### config.mk
export PLATFORM = sky130hd
export DESIGN_NAME = uvp_host
export DESIGN_NICKNAME = d
export VERILOG_FILES = /design/src/rtl/uvp_pkg.sv /design/src/rtl/uvp_timer_if.sv /design/src/rtl/uvp_host.sv /design/src/rtl/uvp_timer.sv
export SDC_FILE = /design/constraint.sdc
export NUM_CORES = 1
export LEC_CHECK = 0
export BUFFER_PORTS_ARGS = -buffer_cell sky130_fd_sc_hd__buf_2
export CORE_MARGIN = 2
export CORE_UTILIZATION = 60
export CTS_BUF_LIST = sky130_fd_sc_hd__clkbuf_8
export DETAILED_ROUTE_END_ITERATION = 7
export PLACE_DENSITY = 0.83
export SETUP_SLACK_MARGIN = 0.02
export SLEW_MARGIN = 25
export SYNTH_ARGS = -nofsm -noshare
export SYNTH_HDL_FRONTEND = slang
export SYNTH_SLANG_ARGS = --single-unit
### constraint.sdc
create_clock -name core_clk -period 3.4 [get_ports core_clk]
set_input_delay 0.51 -clock core_clk [delete_from_list [all_inputs] [get_ports core_clk]]
set_output_delay 0.51 -clock core_clk [all_outputs]
set_load 0.03 [all_outputs]
### src/rtl/uvp_pkg.sv
/*
 * Constants and types for the UV EPROM host controller: geometry, pin
 * timings converted to 20 MHz clock cycles, and controller states.
 * Assumes a single 20 MHz clock and external level shifters for +12V/+25V.
 */
// Summary of operation
// - Host keeps the program pulse pin low during reads.
// - Host raises select to program level for the whole sequence.
// - Host presents address and data before each program pulse.
// - Program pulse lasts 0.1 to 1.0 ms, then returns to zero.
// - Host waits at least 1 us after a pulse before next word.
// - Host repeats full loop N times with N times pulse at least 100 ms; defaults give 100 x 1 ms, LOOP_COUNT x pulse is not checked.
// - Each loop starts at address zero and steps upward in order.
// - Exit: end last pulse, then drive select low; device reads again.
// - On exit host releases data pins before changing address.
// - Host holds program level at least 500 ns after last pulse.
package uvp_pkg;
	localparam int CLK_MHZ = 20;
	localparam int ADDR_W = 10;
	localparam int DATA_W = 8;
	localparam int WORDS = 1024;
	// Timings in ns, converted to cycles of 50 ns
	localparam int ACCESS_NS = 450;
	localparam int SETUP_NS = 10000;
	localparam int PULSE_NS = 1000000;
	localparam int HOLD_NS = 1000;
	localparam int PE_HOLD_NS = 500;
	localparam int EXIT_NS = 10000;
	localparam int PULSE_MIN_NS = 100000;
	localparam int LOOP_TOTAL_NS = 100000000;
	localparam int ACCESS_CYC = (ACCESS_NS * CLK_MHZ + 999) / 1000;
	localparam int SETUP_CYC = (SETUP_NS * CLK_MHZ + 999) / 1000;
	localparam int PULSE_CYC = (PULSE_NS * CLK_MHZ) / 1000;
	localparam int PULSE_MIN_CYC = (PULSE_MIN_NS * CLK_MHZ + 999) / 1000;
	localparam int HOLD_CYC = (HOLD_NS * CLK_MHZ + 999) / 1000;
	localparam int PE_HOLD_CYC = (PE_HOLD_NS * CLK_MHZ + 999) / 1000;
	localparam int EXIT_CYC = (EXIT_NS * CLK_MHZ + 999) / 1000;
	localparam int LOOPS = (LOOP_TOTAL_NS + PULSE_NS - 1) / PULSE_NS;
	localparam int CNT_W = 24;
	localparam logic [ADDR_W-1:0] ADDR_RESET = 10'h000;
	localparam logic [DATA_W-1:0] ERASED_WORD = 8'hFF;
	typedef enum logic [3:0] {
		UVP_IDLE, UVP_RD_SEL, UVP_RD_WAIT, UVP_PE_SETUP, UVP_W_SETUP,
		UVP_PULSE, UVP_W_HOLD, UVP_PE_HOLD, UVP_REL, UVP_EXIT_WAIT
	} uvp_state_t;
endpackage

### src/rtl/uvp_timer_if.sv
`timescale 1ns/1ps
/*
 * Carrier between the sequencer and its delay timer.
 * Assumes both ends share core_clk.
 */
interface uvp_timer_if;
	logic start;
	logic [23:0] load;
	logic done;
	modport ctrl (output start, output load, input done);
	modport tmr (input start, input load, output done);
endinterface
### src/rtl/uvp_host.sv
`timescale 1ns/1ps
/*
 * Host controller for a 1024x8 UV EPROM: timed reads and full
 * programming loops. Assumes external drivers turn selProgLevel into
 * +12V and programPulse into +25V on the device pins.
 */
module uvp_host #(
	parameter int PULSE_CYCLES = uvp_pkg::PULSE_CYC,
	parameter int LOOP_COUNT = uvp_pkg::LOOPS,
	parameter int WORD_COUNT = uvp_pkg::WORDS
) (
	// Clock and reset
	input wire logic core_clk,
	input wire logic sys_rst,
	// User read port
	input wire logic rdReq,
	input wire logic [uvp_pkg::ADDR_W-1:0] rdAddr,
	output logic rdValid,
	output logic [uvp_pkg::DATA_W-1:0] rdData,
	// User program port: data fetched per address
	input wire logic progStart,
	output logic progAddrReq,
	input wire logic [uvp_pkg::DATA_W-1:0] progData,
	output logic busy,
	output logic progDone,
	// EPROM pins
	output logic [uvp_pkg::ADDR_W-1:0] word_address_lines,
	output logic select_program_enable,
	output logic selProgLevel,
	output logic programPulse,
	input wire logic [uvp_pkg::DATA_W-1:0] dataPinsIn,
	output logic [uvp_pkg::DATA_W-1:0] dataPinsOut,
	output logic dataPinsOe_n
);
	import uvp_pkg::*;
	// Refuse pulse widths outside 0.1 to 1.0 ms, and loop and word counts the loop counter and memory cannot serve
	if (PULSE_CYCLES < PULSE_MIN_CYC || PULSE_CYCLES > PULSE_CYC || LOOP_COUNT < 1
		|| LOOP_COUNT > 65536 || WORD_COUNT < 1 || WORD_COUNT > WORDS) begin : g_bad_param
		$error("uvp_host: pulse width, loop or word count out of range");
	end
	// ****************************************
	// Pin synchroniser
	// ****************************************
	logic [DATA_W-1:0] pinMeta;
	logic [DATA_W-1:0] pinSync;
	always_ff @(posedge core_clk or posedge sys_rst) begin
		if (sys_rst) begin
			pinMeta <= '0;
			pinSync <= '0;
		end else begin
			pinMeta <= dataPinsIn;
			pinSync <= pinMeta;
		end
	end
	// ****************************************
	// Sequencer
	// ****************************************
	uvp_timer_if tif ();
	uvp_timer u_timer (
		.core_clk(core_clk),
		.sys_rst(sys_rst),
		.tmr(tif.tmr)
	);
	uvp_state_t state, next_state;
	logic [ADDR_W-1:0] addr, next_addr;
	logic [DATA_W-1:0] wdata, next_wdata, rdq, next_rdq;
	logic [15:0] loopCnt, next_loopCnt;
	logic sel, next_sel, lvl, next_lvl, pulse, next_pulse, oe_n, next_oe_n;
	logic rv, next_rv, pd, next_pd, areq, next_areq, bsy, next_bsy;
	logic tStart;
	logic [CNT_W-1:0] tLoad;
	function automatic logic [CNT_W-1:0] cyc(input int n);
		cyc = CNT_W'(n + 2);
	endfunction
	always_comb begin
		next_state = state;
		next_addr = addr;
		next_wdata = wdata;
		next_rdq = rdq;
		next_loopCnt = loopCnt;
		next_sel = sel;
		next_lvl = lvl;
		next_pulse = 1'b0;
		next_oe_n = oe_n;
		next_rv = 1'b0;
		next_pd = 1'b0;
		next_areq = 1'b0;
		next_bsy = bsy;
		tStart = 1'b0;
		tLoad = '0;
		unique case (state)
			UVP_IDLE: begin
				next_sel = 1'b1;
				if (progStart) begin
					next_lvl = 1'b1;
					next_bsy = 1'b1;
					next_addr = ADDR_RESET;
					next_loopCnt = '0;
					next_areq = 1'b1;
					tStart = 1'b1;
					tLoad = cyc(SETUP_CYC);
					next_state = UVP_PE_SETUP;
				end else if (rdReq) begin
					next_addr = rdAddr;
					next_sel = 1'b0;
					next_bsy = 1'b1;
					tStart = 1'b1;
					tLoad = cyc(ACCESS_CYC + 2);
					next_state = UVP_RD_WAIT;
				end
			end
			UVP_RD_WAIT: if (tif.done) begin
				next_rdq = pinSync;
				next_rv = 1'b1;
				next_sel = 1'b1;
				next_bsy = 1'b0;
				next_state = UVP_IDLE;
			end
			UVP_PE_SETUP: if (tif.done) begin
				next_wdata = progData;
				next_oe_n = 1'b0;
				tStart = 1'b1;
				tLoad = cyc(SETUP_CYC);
				next_state = UVP_W_SETUP;
			end
			UVP_W_SETUP: if (tif.done) begin
				next_pulse = 1'b1;
				tStart = 1'b1;
				// Pin stays high for exactly PULSE_CYCLES clocks
				tLoad = cyc(PULSE_CYCLES - 3);
				next_state = UVP_PULSE;
			end
			UVP_PULSE: begin
				next_pulse = !tif.done;
				if (tif.done) begin
					tStart = 1'b1;
					tLoad = cyc(HOLD_CYC);
					next_state = UVP_W_HOLD;
				end
			end
			UVP_W_HOLD: if (tif.done) begin
				if (addr == ADDR_W'(WORD_COUNT - 1) && loopCnt == 16'(LOOP_COUNT - 1)) begin
					tStart = 1'b1;
					tLoad = cyc(PE_HOLD_CYC);
					next_state = UVP_PE_HOLD;
				end else begin
					if (addr == ADDR_W'(WORD_COUNT - 1)) begin
						next_addr = ADDR_RESET;
						next_loopCnt = loopCnt + 1'b1;
					end else begin
						next_addr = addr + 1'b1;
					end
					next_areq = 1'b1;
					tStart = 1'b1;
					tLoad = cyc(1);
					next_state = UVP_PE_SETUP;
				end
			end
			UVP_PE_HOLD: if (tif.done) begin
				next_oe_n = 1'b1;
				tStart = 1'b1;
				tLoad = cyc(1);
				next_state = UVP_REL;
			end
			UVP_REL: if (tif.done) begin
				next_lvl = 1'b0;
				next_sel = 1'b0;
				tStart = 1'b1;
				tLoad = cyc(EXIT_CYC);
				next_state = UVP_EXIT_WAIT;
			end
			UVP_EXIT_WAIT: if (tif.done) begin
				next_sel = 1'b1;
				next_addr = ADDR_RESET;
				next_pd = 1'b1;
				next_bsy = 1'b0;
				next_state = UVP_IDLE;
			end
			default: next_state = UVP_IDLE;
		endcase
	end
	assign tif.start = tStart;
	assign tif.load = tLoad;
	always_ff @(posedge core_clk or posedge sys_rst) begin
		if (sys_rst) begin
			state <= UVP_IDLE;
			addr <= ADDR_RESET;
			wdata <= ERASED_WORD;
			rdq <= '0;
			loopCnt <= '0;
			sel <= 1'b1;
			lvl <= 1'b0;
			pulse <= 1'b0;
			oe_n <= 1'b1;
			rv <= 1'b0;
			pd <= 1'b0;
			areq <= 1'b0;
			bsy <= 1'b0;
		end else begin
			state <= next_state;
			addr <= next_addr;
			wdata <= next_wdata;
			rdq <= next_rdq;
			loopCnt <= next_loopCnt;
			sel <= next_sel;
			lvl <= next_lvl;
			pulse <= next_pulse;
			oe_n <= next_oe_n;
			rv <= next_rv;
			pd <= next_pd;
			areq <= next_areq;
			bsy <= next_bsy;
		end
	end
	// ****************************************
	// Outputs
	// ****************************************
	// pulse low unless programming
	assign programPulse = pulse;
	assign word_address_lines = addr;
	assign select_program_enable = sel;
	assign selProgLevel = lvl;
	assign dataPinsOut = wdata;
	assign dataPinsOe_n = oe_n;
	assign rdData = rdq;
	assign rdValid = rv;
	assign progDone = pd;
	assign progAddrReq = areq;
	assign busy = bsy;
endmodule // uvp_host

### src/rtl/uvp_timer.sv
`timescale 1ns/1ps
/*
 * Down-counting delay timer; done is a registered level once the count ends.
 * Assumes start is a one-cycle pulse from the same clock domain.
 */
module uvp_timer (
	// Clock and reset
	input wire logic core_clk,
	input wire logic sys_rst,
	// Sequencer side
	uvp_timer_if.tmr tmr
);
	import uvp_pkg::*;
	logic [CNT_W-1:0] count;
	logic [CNT_W-1:0] next_count;
	logic done;
	logic next_done;
	always_comb begin
		next_count = count;
		next_done = done;
		if (tmr.start) begin
			next_count = tmr.load;
			next_done = 1'b0;
		end else if (count > 1) begin
			next_count = count - 1'b1;
		end else begin
			next_count = '0;
			next_done = 1'b1;
		end
	end
	always_ff @(posedge core_clk or posedge sys_rst) begin
		if (sys_rst) begin
			count <= '0;
			done <= 1'b1;
		end else begin
			count <= next_count;
			done <= next_done;
		end
	end
	assign tmr.done = done;
endmodule // uvp_timer

Word level (Yosys, flattened, before mapping) --
Cells that the tools add are included.
Storage, ports and cells: register bits 95, latch bits 0, bits in writable memories 0, bits in read-only memories 0, input bits 30, output and inout bits 34, word-level logic and storage cells 123, memories 0
Cells by class: $add $sub $neg 3, $mul 0, div/mod/pow operators 0, $lt $le $gt $ge 1, eq/ne operators 23, shift operators 0, muxes and demuxes 58, bitwise logic cells 0, reduce and logical (&&, ||, !) cells 21
Operator list (number):
- one-hot mux 15 bit (6 select lines) | 1
- two-way mux 16 bit | 4
- two-way mux 10 bit | 6
- two-way mux 24 bit | 2
- two-way mux 4 bit | 12
- one-hot mux 16 bit (2 select lines) | 1
- one-hot mux 4 bit (8 select lines) | 1
- one-hot mux 10 bit (3 select lines) | 1
- > comparator 24 x 1 -> 1 bit (second input constant) | 1
- subtractor 24 x 1 -> 24 bit (second input constant) | 1
- two-way mux 1 bit | 17
- adder 16 x 1 -> 16 bit (second input constant) | 1
- equality test 16 x 7 -> 1 bit (second input constant) | 1
- equality test 4 x 3 -> 1 bit (second input constant) | 4
- two-way mux 8 bit | 2
- inequality test 2 x 1 -> 1 bit (second input constant) | 8
- two-way mux 15 bit | 1
- one-hot mux 1 bit (2 select lines) | 6
- AND reduction 3 bit | 4
- adder 10 x 1 -> 10 bit (second input constant) | 1
- equality test 10 bit (second input constant) | 1
- AND reduction 5 bit | 2
- equality test 4 x 2 -> 1 bit (second input constant) | 2
- equality test 4 bit (second input constant) | 2
- 15 further kinds | 24

Logic depth before layout (Yosys ltp) --
depth in word-level cells 6, mapped depth 8, gate-level depth less buffers 7

Modules after synthesis --
Synthesis repeated with hierarchy kept, for this count alone.
Second synthesis, totals: cells, all modules 519, area, all modules 4908.5 um2
Modules (own cells, without submodules):
- uvp_host | times used 1, cells an instance 356, area each 3413.3 um2, seq. area each 1764.2 um2
- uvp_timer | times used 1, cells an instance 163, area each 1495.2 um2, seq. area each 626.9 um2

Least setup slack after synthesis --
No wires, ideal clock.
path type register to register, from reg addr[0] (netlist: word_address_lines[0]), to reg addr[0] (netlist: word_address_lines[0]), library setup time 0.125 ns, arrival time 2.093 ns, required time 3.275 ns, slack 1.182 ns, stages on the path, launching flop included 8, path buffers 1, period minus slack after synthesis 2.218 ns, cells stage by stage dfrtp_1 -> ha_1 -> and3_1 -> nand4_4 -> o31ai_4 -> or2_1 -> buf_4 -> mux2_4
Between the ends: word-level cells in the longest chain between the ends 5, elaborated cells on any way between the ends 9, those cells by class add/sub: 1; eq/ne: 2; mux: 4; reduce/logical: 2
Ends and longest elaborated chain:
- start, declared | RTL line uvp_host.sv:65 | logic [ADDR_W-1:0] addr, next_addr;
- start signal, assigned | RTL line uvp_host.sv:201 | addr <= next_addr;
- adder 10 x 1 -> 10 bit / equality test 10 bit (equally long branches) | RTL line uvp_host.sv:151, uvp_host.sv:142, uvp_host.sv:147
- two-way mux 10 bit | RTL line uvp_host.sv:147 | if (addr == ADDR_W'(WORD_COUNT - 1)) begin
- two-way mux 10 bit | RTL line uvp_host.sv:142 | if (addr == ADDR_W'(WORD_COUNT - 1) && loopCnt == 16'(LOOP_COUNT - 1)) begin
- two-way mux 10 bit | RTL line uvp_host.sv:141 | UVP_W_HOLD: if (tif.done) begin
- one-hot mux 10 bit (3 select lines) | RTL line uvp_host.sv:91 | unique case (state)
Parallel ways exist; a longest one is shown, timed or not. The select of a mux whose other input is x is not followed. A chain may end at the register's enable or synchronous reset.

Worst setup path in the final report --
from reg state[2], to reg addr[0] (netlist: word_address_lines[0])
Between the ends: word-level cells in the longest chain between the ends 3, elaborated cells on any way between the ends 10, those cells by class eq/ne: 6; mux: 1; reduce/logical: 3
Ends and longest elaborated chain:
- start, declared | RTL line uvp_host.sv:64 | uvp_state_t state, next_state;
- start signal, assigned | RTL line uvp_host.sv:200 | state <= next_state;
- equality test 4 bit (tied with other cells) | RTL line uvp_host.sv:91
- inequality test 2 x 1 -> 1 bit (no source line) (tied with other cells)
- AND reduction 5 bit (no source line)
Parallel ways exist; a longest one is shown, timed or not.

==> results.md <==
* Yosys top cell area share at 0.4504
* Max capacitance violation total at 0
* Dpl hpwl at about 7000 um
* Final Non-Filler Cells at roughly 610
* Syn_nets at between 400 and 500
* H-tree depth at 3
* CTS buffer count at 9
* Simple-gate share of the synthesized area at 0.2255
* Antenna Cells at 0
* Post-cts sizing count at 0
* Hold WC Path Type: input pin to flop
* Core Footprint at 7647 um^2
* RSZ-0062 raised after global routing: false
* Pwr/cell area at around 840 nW/um^2
* Clock Skews at 0.01086 ns
* Routed WL per cell at 15.95 um
* Final Power at roughly 4.4 mW
* Final setup vio count at 0
* Post-synth ARST share at 1.000
* Final hold violations at 0
* Synth Area per Inst at ~11 um^2
* Final min period at around 2.6 ns
* Sequential fraction of the synthesis area at 0.5123
* # hold bufs at CTS at 0
* Syn Std Cell Area at ~4700 um^2
* Reg2Reg Setup Slack at 0.83 ns
* CTS root buffer: clkbuf_8
* Routability cong. at 0.9354
* DRT Pass-1 Iters at 7
* Most frequent cells in the layout: 84 x dfrtp_1, 63 x buf_2, 53 x nor2_1
* Startpoint Class: flop
* Initial DRC Count at 246
* Multi-input logic area at approximately 2200 um^2
* Setup repair bufs after CTS at 0
* Clock sinks at between 90 and 100
* Synth-to-Final Area Change at 13.14%
* CP Class: flop to flop
* Least-Margin Pin Slew at 0.8713 ns
* DR vias at around 3,600
* Main synth FF type: dfrtp_1
* Largest net degree at the start of global routing at between 50 and 60
* Seq. cell area at 2391 um^2
* Clock Path Buffers at 2
* Vias per cell at roughly 5.9
* Detailed Route WL at about 10000 um
* Netlist cell types at 65
* Worst EP required at roughly 3.7 ns
* Commonest non-fill, non-tap cell in the layout: dfrtp_1
* Syn Inst Count at approximately 440
* DRC violation count after routing at 0
* Worst skew pair latency at 0.37 ns
* Vias in the first global route at between 3,000 and 4,000
* Number of synthesized flops with an enable pin at 0
* First-pass GRT wire length at roughly 17,000 um
* HP Start: dataPinsIn[4]
* Hold endpoint: pinMeta[4]
* Worst flop-to-flop path endpoint: word_address_lines[0]
* Grt ovf at 0
* F_max at between 0.3 and 0.4 GHz
* Antenna viol nets, final at 0
* CP Launch Point: state[2]
* Status: complete, no violations
* Yosys top cell by area: dfrtp_1
* Worst-path maximum fanout at 18
* Hold slack at roughly 0.24 ns
* IO Count at 64
* Initial antenna violation count at 0
* Die Y-Extent at slightly above 90 um
* Row cnt at 32
* Area contributors post-synth: dfrtp_1 45%, dfstp_2 6.2%, mux2_2 4.3%
* Placed instance count at 598
* Slew Limit Fails at 0
* R2R cell count at 5
* GR Util All Layers at 0.2453
* CP Depth at 5
* Initial Util at 0.6103
* Maximum vdd drop at ~0.46 mV
* Synth Register Bits at 95
* Post-synthesis mux area share at 0.05094
* Main combinational cell family by area after synthesis: simple AND/OR/NAND/NOR gates
* Port-buffer cells at 63
* Die footprint at between 8000 and 9000 um^2
* Fin nets at around 540
* Die X at ~92 um
* Slowest-stage cell, CP: dfrtp_1
* Hold depth at 1
* Final setup TNS at 0 ns
* FF-to-FF Start: state[2]
* CP Buf/Inv Count at 0
* Slowest stage delay, CP at 0.73 ns
* Xor and xnor area share after synthesis at 0.06005
* Critical Path AT at approximately 2.8 ns
* CTS clk-pin slew, worst paths at ~0.1 ns
* Layout cells sized above 1 at 0.2676
* Final worst path period share at 0.7544
* CTS tree: yes
* Delay-heaviest family, CP: simple AND/OR/NAND/NOR gates
* Filler cells at 614
* Yosys warns at 0
* CP Cell Sequence: nor2b_1, nand2_1, o31ai_4, or2_1, mux2_4
* CP endpoint kind: flop
* Post-synthesis adder-cell area fraction at 0.01072
* Compound-cell area share of the yosys netlist at 0.1145
* Leakage Power at 2.341 nW
* Relative slew slack at 0.4185
cell usage after synthesis (all sizes together) (4+ instances only):
library cell,instances
o31ai,8
or4,5
dfrtp,84
and3,5
ha,4
xnor2,16
nand2,29
nand2b,6
nand3,14
buf,8
o22ai,5
nand3b,4
nor4,17
and4,4
nor2,54
mux2,19
nor2b,5
dfstp,11
or2,4
xor2,16
a21oi,17
clkbuf,8
inv,10
a32oi,4
nand4,8
nor3,18
o21ai,28
cell type report:
type,instances,area share
clock inverter,7,0.01493
clock buffer,9,0.02346
sequential,95,0.4528
timing repair buffer,68,0.06919
tap,102,0.02417
multi-input combinational,323,0.4081
inverter,10,0.007346
where the power goes:
group	internal (mW)	switching (mW)	total [mW]
clock network	0.349	0.412	0.761
logic	0.649	1.14	1.79
registers	1.49	0.393	1.88
how the worst max path moves through the flow:
stage	endpoint	slack, ns
after global routing	word_address_lines[0]	0.66
after floorplan	busy	0.43
after detailed placement	word_address_lines[0]	0.90
after CTS	word_address_lines[0]	0.86
after global placement	word_address_lines[0]	0.98
final	word_address_lines[0]	0.83
metrics by stage:
stage	setup slack [ns]	utilization	cell area, um^2
6_report	0.8350	0.6904	5280
2_1_floorplan	0.4312	-	4667
3_3_place_gp	0.9799	0.6639	5077
4_1_cts	0.8642	0.6904	5280
3_5_place_dp	0.8978	0.6639	5077
5_1_grt	0.6638	0.6904	5280
state kept, by name, indices dropped and copies added, names as in the netlist, 4 cells and up:
register            cells
u_timer.count          24
loopCnt                16
word_address_lines     10
dataPinsOut             8
pinMeta                 8
pinSync                 8
rdData                  8
state                   4
routing by layer:
layer	wire, um	GRT usage	up-vias
met5	0	0	-
met4	192	0.08706	0
met3	482	0.04601	18
met2	4911	0.4222	109
met1	4209	0.3111	1760
li1	-	-	1727
worst reg2reg max path: cells and delay by family (launching register included):
kind	cells	cell delay (ns)
simple gates	3	0.98
flops	1	0.73
compound gates	1	0.41
mux	1	0.34
kinds of logic after synthesis:
family / after synthesis
AO/OA/AOI/OAI: 81
XOR/XNOR: 32
adder cells (fa/ha/maj): 4
buffers and inverters: 26
flip-flops: 95
multiplexers: 21
AND/OR/NAND/NOR: 185
(Power assumes the default switching activity.)
